`config.mk`:
```
export PLATFORM = sky130hd
export DESIGN_NAME = pfc_core
export DESIGN_NICKNAME = d
export VERILOG_FILES = /design/src/core/pfc_pkg.sv /design/src/core/pfc_core.sv
export VERILOG_INCLUDE_DIRS = /design/src /design/src/core
export SDC_FILE = /design/constraint.sdc
export NUM_CORES = 1
export LEC_CHECK = 0
export BUFFER_PORTS_ARGS = -buffer_cell sky130_fd_sc_hd__buf_4
export CAP_MARGIN = 10
export CORE_AREA = 8 8 241 220
export DETAILED_ROUTE_END_ITERATION = 10
export DIE_AREA = 0 0 249 228
export PLACE_DENSITY = 0.5
export SLEW_MARGIN = 20
export SYNTH_ARGS = -nofsm -noshare
export SYNTH_HDL_FRONTEND = slang
export SYNTH_SLANG_ARGS = --single-unit
```
`constraint.sdc`:
```
create_clock -name pclk -period 5.8 [get_ports pclk]
set_clock_uncertainty 0.15 [all_clocks]
set_input_delay 0.58 -clock pclk [delete_from_list [all_inputs] [get_ports pclk]]
set_output_delay 0.58 -clock pclk [all_outputs]
set_load 0.1 [all_outputs]
```
`src/core/pfc_cfg.svh`:
```
// Constants of the program flow controller: vectors, register offsets, field positions.
// Included by pfc_core and the test bench; holds definitions only.
`ifndef PFC_CFG_SVH
`define PFC_CFG_SVH
`define PFC_RESET_VEC  13'h0000
`define PFC_IRQ_VEC    13'h0004
`define PFC_STK_FULL   4'h8
`define PFC_PCL_MADDR  4'hF
`define PFC_PCL_OFS    12'h000
`define PFC_STAT_OFS   12'h004
`define PFC_CTRL_OFS   12'h008
`define PFC_ACC_OFS    12'h00C
`define PFC_ST_C       0
`define PFC_ST_Z       1
`define PFC_ST_AC      2
`define PFC_ST_OV      3
`define PFC_ST_IRQ     4
`define PFC_ST_ISR     5
`define PFC_CTRL_IEN   0
`endif

```
`src/core/pfc_pkg.sv`:
```
// Types of the program flow controller: phase states and instruction operations.
// Assumes nothing of its surroundings.
package pfc_pkg;
   typedef enum logic [3:0] {
      PH_T1 = 4'b0001,
      PH_T2 = 4'b0010,
      PH_T3 = 4'b0100,
      PH_T4 = 4'b1000
   } pfc_phase_e;
   typedef enum logic [4:0] {
      OP_NOP = 5'h00, OP_ADD = 5'h01, OP_ADC = 5'h02, OP_SUB = 5'h03,
      OP_SBC = 5'h04, OP_DAA = 5'h05, OP_AND = 5'h06, OP_OR = 5'h07,
      OP_XOR = 5'h08, OP_CPL = 5'h09, OP_RR = 5'h0A, OP_RRC = 5'h0B,
      OP_RL = 5'h0C, OP_RLC = 5'h0D, OP_INC = 5'h0E, OP_DEC = 5'h0F,
      OP_SZ = 5'h10, OP_SNZ = 5'h11, OP_SIZ = 5'h12, OP_SDZ = 5'h13,
      OP_MOVA = 5'h14, OP_MOVM = 5'h15, OP_LDI = 5'h16,
      OP_ROUTINE_EXIT = 5'h17, OP_ISR_EXIT = 5'h18
   } pfc_op_e;
endpackage

```
`src/core/pfc_core.sv`:
```
// Program flow controller: four-phase cycle, fetch/execute pipeline, program
// counter, return stack and 8-bit ALU, with an APB register slave.
// Assumes a program memory that returns instr_data for instr_addr in the same cycle.
//
// Added by the designer: the APB register port and the placing of the registers.
`timescale 1ns/1ps
`default_nettype none
`include "pfc_cfg.svh"

module pfc_core (
   // Clock and reset
   input  wire logic        pclk,
   input  wire logic        presetn,
   // APB slave
   input  wire logic        psel,
   input  wire logic        penable,
   input  wire logic        pwrite,
   input  wire logic [11:0] paddr,
   input  wire logic [31:0] pwdata,
   output logic      [31:0] prdata,
   output logic             pready,
   output logic             pslverr,
   // Program memory
   output logic      [12:0] instr_addr,
   output logic             instr_fetch,
   input  wire logic [15:0] instr_data,
   // Interrupt and phase
   input  wire logic        irq_req,
   output logic             irq_ack,
   output logic      [3:0]  phase_out
);
   pfc_pkg::pfc_phase_e phase;
   pfc_pkg::pfc_op_e    op;
   logic [12:0] pc, fetch_pc, next_pc, stk_top;
   logic [15:0] exec_ir, fetch_ir;
   logic        exec_ok, fetch_ok, ext_wait, seen;
   logic [7:0]  acc, alu_res, b_op, bb, pcl_val, daa_adj;
   logic        c_f, z_f, ac_f, ov_f, n_c, n_ac, n_ov, upd_z;
   logic        wr_res, to_mem, skip_on, cin, sub_op;
   logic [8:0]  sum9, daa9;
   logic [4:0]  low5;
   logic [7:0]  dmem [0:15];
   logic [12:0] stk [0:7];
   logic [2:0]  stk_wp;
   logic [3:0]  stk_cnt, maddr;
   logic        irq_flag, in_isr, irq_en, pcl_pend;
   logic        at_t1, at_t4, is_br, is_ext, do_exec, do_alu, ext_start;
   logic        take_br, take_call, take_exit, take_skip, take_pclw;
   logic        redir, apb_go, irq_go, flush;
   logic        setup, access, hit, ro, bad;
   logic [31:0] rd_val;

   assign at_t1       = (phase == pfc_pkg::PH_T1);
   assign at_t4       = (phase == pfc_pkg::PH_T4);
   assign phase_out   = phase;
   assign instr_addr  = pc;
   assign instr_fetch = at_t1 & ~ext_wait;

   // Phase sequencer
   always_ff @(posedge pclk or negedge presetn) begin
      if (!presetn) begin
         phase <= pfc_pkg::PH_T1;
      end else begin
         case (phase)
            pfc_pkg::PH_T1: phase <= pfc_pkg::PH_T2;
            pfc_pkg::PH_T2: phase <= pfc_pkg::PH_T3;
            pfc_pkg::PH_T3: phase <= pfc_pkg::PH_T4;
            default:        phase <= pfc_pkg::PH_T1;
         endcase
      end
   end

   // Instruction decode
   assign op        = pfc_pkg::pfc_op_e'(exec_ir[13:9]);
   assign maddr     = exec_ir[3:0];
   assign is_br     = exec_ir[15] & exec_ir[14];
   assign is_ext    = exec_ir[15] & ~exec_ir[14];
   assign do_exec   = at_t4 & exec_ok & (~is_ext | ext_wait);
   assign ext_start = at_t4 & exec_ok & is_ext & ~ext_wait;
   assign do_alu    = do_exec & ~is_br;
   assign b_op      = (maddr == `PFC_PCL_MADDR) ? pc[7:0] : dmem[maddr];

   // ALU datapath
   assign sub_op  = (op == pfc_pkg::OP_SUB) | (op == pfc_pkg::OP_SBC);
   assign bb      = sub_op ? ~b_op : b_op;
   assign cin     = (op == pfc_pkg::OP_ADD) ? 1'b0 : (op == pfc_pkg::OP_SUB) ? 1'b1 : c_f;
   assign sum9    = {1'b0, acc} + {1'b0, bb} + {8'h00, cin};
   assign low5    = {1'b0, acc[3:0]} + {1'b0, bb[3:0]} + {4'h0, cin};
   assign daa_adj = {((acc[7:4] > 4'h9) | c_f) ? 4'h6 : 4'h0, ((acc[3:0] > 4'h9) | ac_f) ? 4'h6 : 4'h0};
   assign daa9    = {1'b0, acc} + {1'b0, daa_adj};

   always_comb begin
      alu_res = b_op;
      n_c     = c_f;
      n_ac    = ac_f;
      n_ov    = ov_f;
      upd_z   = 1'b1;
      wr_res  = 1'b1;
      skip_on = 1'b0;
      to_mem  = exec_ir[8];
      case (op)
         pfc_pkg::OP_ADD, pfc_pkg::OP_ADC, pfc_pkg::OP_SUB, pfc_pkg::OP_SBC: begin
            alu_res = sum9[7:0];
            n_c     = sum9[8];
            n_ac    = low5[4];
            n_ov    = (acc[7] == bb[7]) && (sum9[7] != acc[7]);
         end
         pfc_pkg::OP_DAA: begin
            alu_res = daa9[7:0];
            n_c     = daa9[8] | c_f;
            upd_z   = 1'b0;
         end
         pfc_pkg::OP_AND: alu_res = acc & b_op;
         pfc_pkg::OP_OR:  alu_res = acc | b_op;
         pfc_pkg::OP_XOR: alu_res = acc ^ b_op;
         pfc_pkg::OP_CPL: alu_res = ~b_op;
         pfc_pkg::OP_RR: begin
            alu_res = {b_op[0], b_op[7:1]};
            upd_z   = 1'b0;
         end
         pfc_pkg::OP_RRC: begin
            alu_res = {c_f, b_op[7:1]};
            n_c     = b_op[0];
            upd_z   = 1'b0;
         end
         pfc_pkg::OP_RL: begin
            alu_res = {b_op[6:0], b_op[7]};
            upd_z   = 1'b0;
         end
         pfc_pkg::OP_RLC: begin
            alu_res = {b_op[6:0], c_f};
            n_c     = b_op[7];
            upd_z   = 1'b0;
         end
         pfc_pkg::OP_INC: alu_res = b_op + 8'h01;
         pfc_pkg::OP_DEC: alu_res = b_op - 8'h01;
         pfc_pkg::OP_SZ, pfc_pkg::OP_SNZ: begin
            skip_on = (b_op == 8'h00) ^ (op == pfc_pkg::OP_SNZ);
            wr_res  = 1'b0;
            upd_z   = 1'b0;
         end
         pfc_pkg::OP_SIZ, pfc_pkg::OP_SDZ: begin
            alu_res = (op == pfc_pkg::OP_SIZ) ? b_op + 8'h01 : b_op - 8'h01;
            skip_on = (alu_res == 8'h00);
            upd_z   = 1'b0;
         end
         pfc_pkg::OP_MOVA: begin
            alu_res = acc;
            to_mem  = 1'b1;
            upd_z   = 1'b0;
         end
         pfc_pkg::OP_MOVM: begin
            to_mem  = 1'b0;
            upd_z   = 1'b0;
         end
         pfc_pkg::OP_LDI: begin
            alu_res = exec_ir[7:0];
            to_mem  = 1'b0;
            upd_z   = 1'b0;
         end
         default: begin
            wr_res  = 1'b0;
            upd_z   = 1'b0;
         end
      endcase
   end

   // Flow decisions; instruction redirects outrank APB branch, which outranks interrupts
   assign take_br   = do_exec & is_br;
   assign take_call = take_br & exec_ir[13];
   assign take_exit = do_alu & ((op == pfc_pkg::OP_ROUTINE_EXIT) | (op == pfc_pkg::OP_ISR_EXIT));
   assign take_skip = do_alu & skip_on;
   assign take_pclw = do_alu & wr_res & to_mem & (maddr == `PFC_PCL_MADDR);
   assign redir     = take_br | take_exit | take_skip | take_pclw;
   assign apb_go    = at_t4 & pcl_pend & ~redir & ~ext_start;
   assign irq_go    = at_t4 & irq_flag & ~in_isr & fetch_ok & (stk_cnt != `PFC_STK_FULL)
                      & ~redir & ~ext_start & ~apb_go;
   assign flush     = redir | apb_go | irq_go;
   assign stk_top   = stk[stk_wp - 3'h1];

   always_comb begin
      if (take_br) begin
         next_pc = exec_ir[12:0];
      end else if (take_exit) begin
         next_pc = stk_top;
      end else if (take_pclw) begin
         next_pc = {pc[12:8], alu_res};
      end else if (apb_go) begin
         next_pc = {pc[12:8], pcl_val};
      end else if (irq_go) begin
         next_pc = `PFC_IRQ_VEC;
      end else begin
         next_pc = pc;
      end
   end

   // Pipeline: fetch at T1, redirect and flush at T4
   always_ff @(posedge pclk or negedge presetn) begin
      if (!presetn) begin
         pc       <= `PFC_RESET_VEC;
         fetch_pc <= 13'h0000;
         fetch_ir <= 16'h0000;
         fetch_ok <= 1'b0;
         exec_ir  <= 16'h0000;
         exec_ok  <= 1'b0;
         ext_wait <= 1'b0;
      end else begin
         if (at_t1 && !ext_wait) begin
            exec_ir  <= fetch_ir;
            exec_ok  <= fetch_ok;
            fetch_ir <= instr_data;
            fetch_ok <= 1'b1;
            fetch_pc <= pc;
            pc       <= pc + 13'h0001;
         end
         if (at_t4) begin
            ext_wait <= ext_start;
            if (flush) begin
               pc       <= next_pc;
               fetch_ok <= 1'b0;
            end
         end
      end
   end

   // Accumulator and status flags
   always_ff @(posedge pclk or negedge presetn) begin
      if (!presetn) begin
         acc  <= 8'h00;
         c_f  <= 1'b0;
         z_f  <= 1'b0;
         ac_f <= 1'b0;
         ov_f <= 1'b0;
      end else if (do_alu) begin
         if (wr_res && !to_mem) begin
            acc <= alu_res;
         end
         c_f  <= n_c;
         ac_f <= n_ac;
         ov_f <= n_ov;
         if (upd_z) begin
            z_f <= (alu_res == 8'h00);
         end
      end
   end

   // Working data memory
   always_ff @(posedge pclk) begin
      if (do_alu && wr_res && to_mem) begin
         dmem[maddr] <= alu_res;
      end
   end

   // Return stack: circular so an overflowing push drops the oldest entry
   always_ff @(posedge pclk or negedge presetn) begin
      if (!presetn) begin
         stk_wp  <= 3'h0;
         stk_cnt <= 4'h0;
      end else if (take_call || irq_go) begin
         stk_wp <= stk_wp + 3'h1;
         if (stk_cnt != `PFC_STK_FULL) begin
            stk_cnt <= stk_cnt + 4'h1;
         end
      end else if (take_exit) begin
         stk_wp <= stk_wp - 3'h1;
         if (stk_cnt != 4'h0) begin
            stk_cnt <= stk_cnt - 4'h1;
         end
      end
   end

   always_ff @(posedge pclk) begin
      if (take_call || irq_go) begin
         stk[stk_wp] <= fetch_pc;
      end
   end

   // Interrupt request latch and service state
   always_ff @(posedge pclk or negedge presetn) begin
      if (!presetn) begin
         irq_flag <= 1'b0;
         in_isr   <= 1'b0;
         irq_ack  <= 1'b0;
      end else begin
         irq_ack <= irq_go;
         if (irq_req && irq_en) begin
            irq_flag <= 1'b1;
         end else if (irq_go) begin
            irq_flag <= 1'b0;
         end
         if (irq_go) begin
            in_isr <= 1'b1;
         end else if (take_exit && op == pfc_pkg::OP_ISR_EXIT) begin
            in_isr <= 1'b0;
         end
      end
   end

   // APB decode
   assign setup   = psel & ~penable;
   assign access  = psel & penable;
   assign pready  = 1'b1;
   assign bad     = ~hit | (pwrite & ro);
   assign pslverr = access & bad;

   always_comb begin
      rd_val = 32'h0000_0000;
      hit    = 1'b1;
      ro     = 1'b0;
      if (paddr == `PFC_PCL_OFS) begin
         rd_val[7:0] = pc[7:0];
      end else if (paddr == `PFC_STAT_OFS) begin
         ro                  = 1'b1;
         rd_val[`PFC_ST_C]   = c_f;
         rd_val[`PFC_ST_Z]   = z_f;
         rd_val[`PFC_ST_AC]  = ac_f;
         rd_val[`PFC_ST_OV]  = ov_f;
         rd_val[`PFC_ST_IRQ] = irq_flag;
         rd_val[`PFC_ST_ISR] = in_isr;
      end else if (paddr == `PFC_CTRL_OFS) begin
         rd_val[`PFC_CTRL_IEN] = irq_en;
      end else if (paddr == `PFC_ACC_OFS) begin
         ro          = 1'b1;
         rd_val[7:0] = acc;
      end else begin
         hit = 1'b0;
      end
   end

   always_ff @(posedge pclk or negedge presetn) begin
      if (!presetn) begin
         prdata <= 32'h0000_0000;
      end else if (setup && !pwrite) begin
         prdata <= rd_val;
      end
   end

   // Software writes; a new low-byte write wins over the pending one being applied
   always_ff @(posedge pclk or negedge presetn) begin
      if (!presetn) begin
         pcl_val  <= 8'h00;
         pcl_pend <= 1'b0;
         irq_en   <= 1'b0;
      end else begin
         if (access && pwrite && !bad && paddr == `PFC_PCL_OFS) begin
            pcl_val  <= pwdata[7:0];
            pcl_pend <= 1'b1;
         end else if (apb_go) begin
            pcl_pend <= 1'b0;
         end
         if (access && pwrite && !bad && paddr == `PFC_CTRL_OFS) begin
            irq_en <= pwdata[`PFC_CTRL_IEN];
         end
      end
   end

   always_ff @(posedge pclk or negedge presetn) begin
      if (!presetn) begin
         seen <= 1'b0;
      end else begin
         seen <= 1'b1;
      end
   end
endmodule
`default_nettype wire

```
==> results.txt <==
Worst-path maximum fanout - 17
Slew Limit Fails - 0
Max IR drop VDD - 302.1 uV
Max-capacitance violation count - 0
Worst Tran Pin Value - 1036 ps
Pin count of the biggest net entering global routing - 55
H-tree depth - 2
Post-synth EDFFs - 225
CP Class - reg2reg
Critical Path AT - 5860 ps
FFs w/ async S/R, synth - 31.82%
First-pass GRT wire length - 76.35 mm
HPWL after DPL - 35.39 mm
Final Power - 12.99 mW
Grt total ovfl - 0
Tot GR Track Use - 17.41%
Starting DRT DRC Count - 926
Fill count - 4612
Register area - 9389 sq um
Synth-to-layout area growth - 16.02%
Placed instance count - 2033
Max stage delay on crit path - 540 ps
Die W - 249 microns
Starting Density - 34.79%
Remaining DRCs - 0
Num rows - 77
Sequential share of the synthesized area - 55.45%
Number of synthesized register bits - 330
Critical-path cell list - buf_4 -> and2b_1 -> a32o_1 -> a311oi_1 -> buf_4 -> a21o_2 -> inv_2 -> xnor2_1 -> ha_1 -> a21oi_1 -> xnor2_1 -> a2111oi_0 -> o2111ai_1 -> a221oi_1 -> a21oi_1 -> o22ai_1 -> inv_1 -> or3_1 -> o31ai_2
Mean Syn Cell Area - 12.74 sq um
Slowest cell on crit path - dfrtp_2
Port buffer count - 69
CP Buf/Inv Count - 4
Clk slew on worst S/H paths - 60 ps
Worst hold path class - in2async
Multi-input gate area - 6974 sq um
Crit end category - flip-flop
Die area - 56770 sq um
Outcome - complete, no violations
Vias in the first global route - 11860
Post-CTS Setup Inserts - 0
Vias per cell - 5.544
Syn Inst Count - 1329
Cell taking the most area after synthesis - edfxtp_1
Synth Cell Area - 16930 sq um
Worst EP required - 6110 ps
Final Setup Violations - 0
TritonRoute pass-1 iters - 7
Die Height - 228 microns
RSZ-0062 raised after global routing - no
Via Count - 11640
CTS Buffer Depth - 3
Clk sinks - 330
List of most frequent post-synthesis cells - 225 x edfxtp_1, 104 x dfrtp_1, 84 x nor2_1, 82 x nand2_1, 70 x mux2_2
Fin util - 40.36%
Synth top area cells - edfxtp_1 40%, dfrtp_1 15%, mux4_2 5.3%, mux2_2 4.7%, ha_1 2.6%
Yosys warning total - 0
Setup tns final - 0 ps
Post-synthesis cell type count - 108
PwrDens - 661.3 nW/um^2
Hold_buf cts - 0
Final worst-path cycle share - 95.67%
Final Hold Fails - 0
Layout Nets - 1545
WHS - 11.64 ps
Non-Filler Instances - 2100
CTS tree - yes
RePlAce Congestion - 0.9097
Most frequent cell after synthesis - edfxtp_1
CP delay by family, top - compound AO/OA/AOI/OAI gates
Min Clock Period, post-route - 5549 ps
Post_cts resized - 0
Leak - 7.380 nW
Core area - 48650 sq um
CP Launch Type - flip-flop
Post-route ant nets - 0
Fmax - 180.2 MHz
Layout cells sized above 1 - 25.49%
Max-slew headroom - 30.71%
Top cell type's share of synthesized area - 39.92%
IO Count - 119
Root Driver - clkbuf_16
Clock latency on the worst-skew pair - 560 ps
Final WL - 50.40 mm
DR WL/cell - 24.00 microns
Antenna violations before repair - 1
Ys flop type - edfxtp_1
Cts bufs inserted - 37
## final cells by class
cell class	instances	share of cell area [%]
Sequential cell	330	47.81
Multi-Input combinational cell	879	35.51
Timing Repair Buffer	147	5.683
Clock buffer	52	5.409
Tap cell	632	4.027
Inverter	45	0.8729
Clock inverter	14	0.6690
Antenna cell	1	0.01274
## registers in the layout, indices dropped and copies added (netlist names), 3 cells and up
register	count
dmem	121
stk	104
exec_ir	16
fetch_ir	16
fetch_pc	13
instr_addr	13
acc	8
pcl_val	8
prdata	8
phase_out	4
stk_cnt	4
stk_wp	3
## logic make-up (layout without fill, tap and decap cells)
logic type | Yosys count | after routing | share of synthesized area [%]
fa+ha+maj | 39 | 39 | 3.060
xor+xnor | 25 | 25 | 1.294
flops | 330 | 330 | 55.45
simple gates | 342 | 342 | 10.50
buf+inv | 143 | 258 | 4.310
mux | 155 | 155 | 13.06
other cells | 2 | 26 | 0.04437
compound gates | 293 | 293 | 12.29
## path summary, 6_finish.rpt
check                          startpoint      endpoint  slack (ps)  cells past startpoint
min                               presetn        acc[2]          10                      1
min in group pclk          instr_data[13]  fetch_ir[13]         110                      2
max in group asynchronous         presetn  fetch_pc[12]        4260                      2
min reg2reg                     prdata[5]     prdata[5]         330                      2
max reg2reg                    exec_ir[1]           z_f         250                     19
max                            exec_ir[1]           z_f         250                     19
## cells in the final DEF, fill, tap and decap left out, drive strengths merged, types with 6 or more instances in the layout
cell    netlist  layout
nand3        29      29
nor2b        12      12
or2          10      10
nand2        83      83
nand4        13      13
a21oi        58      58
and3         13      13
a211oi       16      16
a22oi         7       7
o22ai        13      13
clkbuf       45      52
a221oi        8       8
and2          6       6
o21ai        66      66
o221ai       11      11
nor2         87      87
o211ai       11      11
edfxtp      225     225
conb          2      25
nor3         27      27
nand2b       18      18
inv          44      45
a221o         6       6
mux4         44      44
mux2         72      72
buf          53     147
a21o         12      12
dfrtp       104     104
ha           35      35
xor2          6       6
o31ai        11      11
clkinv        1      12
xnor2        19      19
nor4         11      11
mux2i        39      39
nor4b         6       6
a31oi         7       7
## power breakdown
group | total, mW | switching, mW | internal, mW
combinational | 6.68 | 4.29 | 2.39
sequential | 4.00 | 0.545 | 3.46
clock | 2.30 | 0.969 | 1.33
## worst register-to-register path: stages (launching register included)
cell	delay, ps
dfrtp_2	540
buf_4	330
and2b_1	240
a32o_1	260
a311oi_1	440
buf_4	200
a21o_2	130
inv_2	110
xnor2_1	160
ha_1	310
a21oi_1	230
xnor2_1	100
a2111oi_0	410
o2111ai_1	260
a221oi_1	280
a21oi_1	110
o22ai_1	480
inv_1	140
or3_1	400
o31ai_2	190
## layer usage
metal	wire length (microns)	global-route usage [%]
met5	0	0
met4	1741	6.382
met3	3001	3.444
met2	22770	27.04
met1	22890	23.97
## per-stage QoR
step,setup WS [ps],area (sq um)
floorplan,651.1,17010
global placement,431.1,18440
detailed placement,400.9,18440
CTS,337.3,19640
global route,28.06,19640
finish,250.9,19640
(Power assumes the default switching activity.)
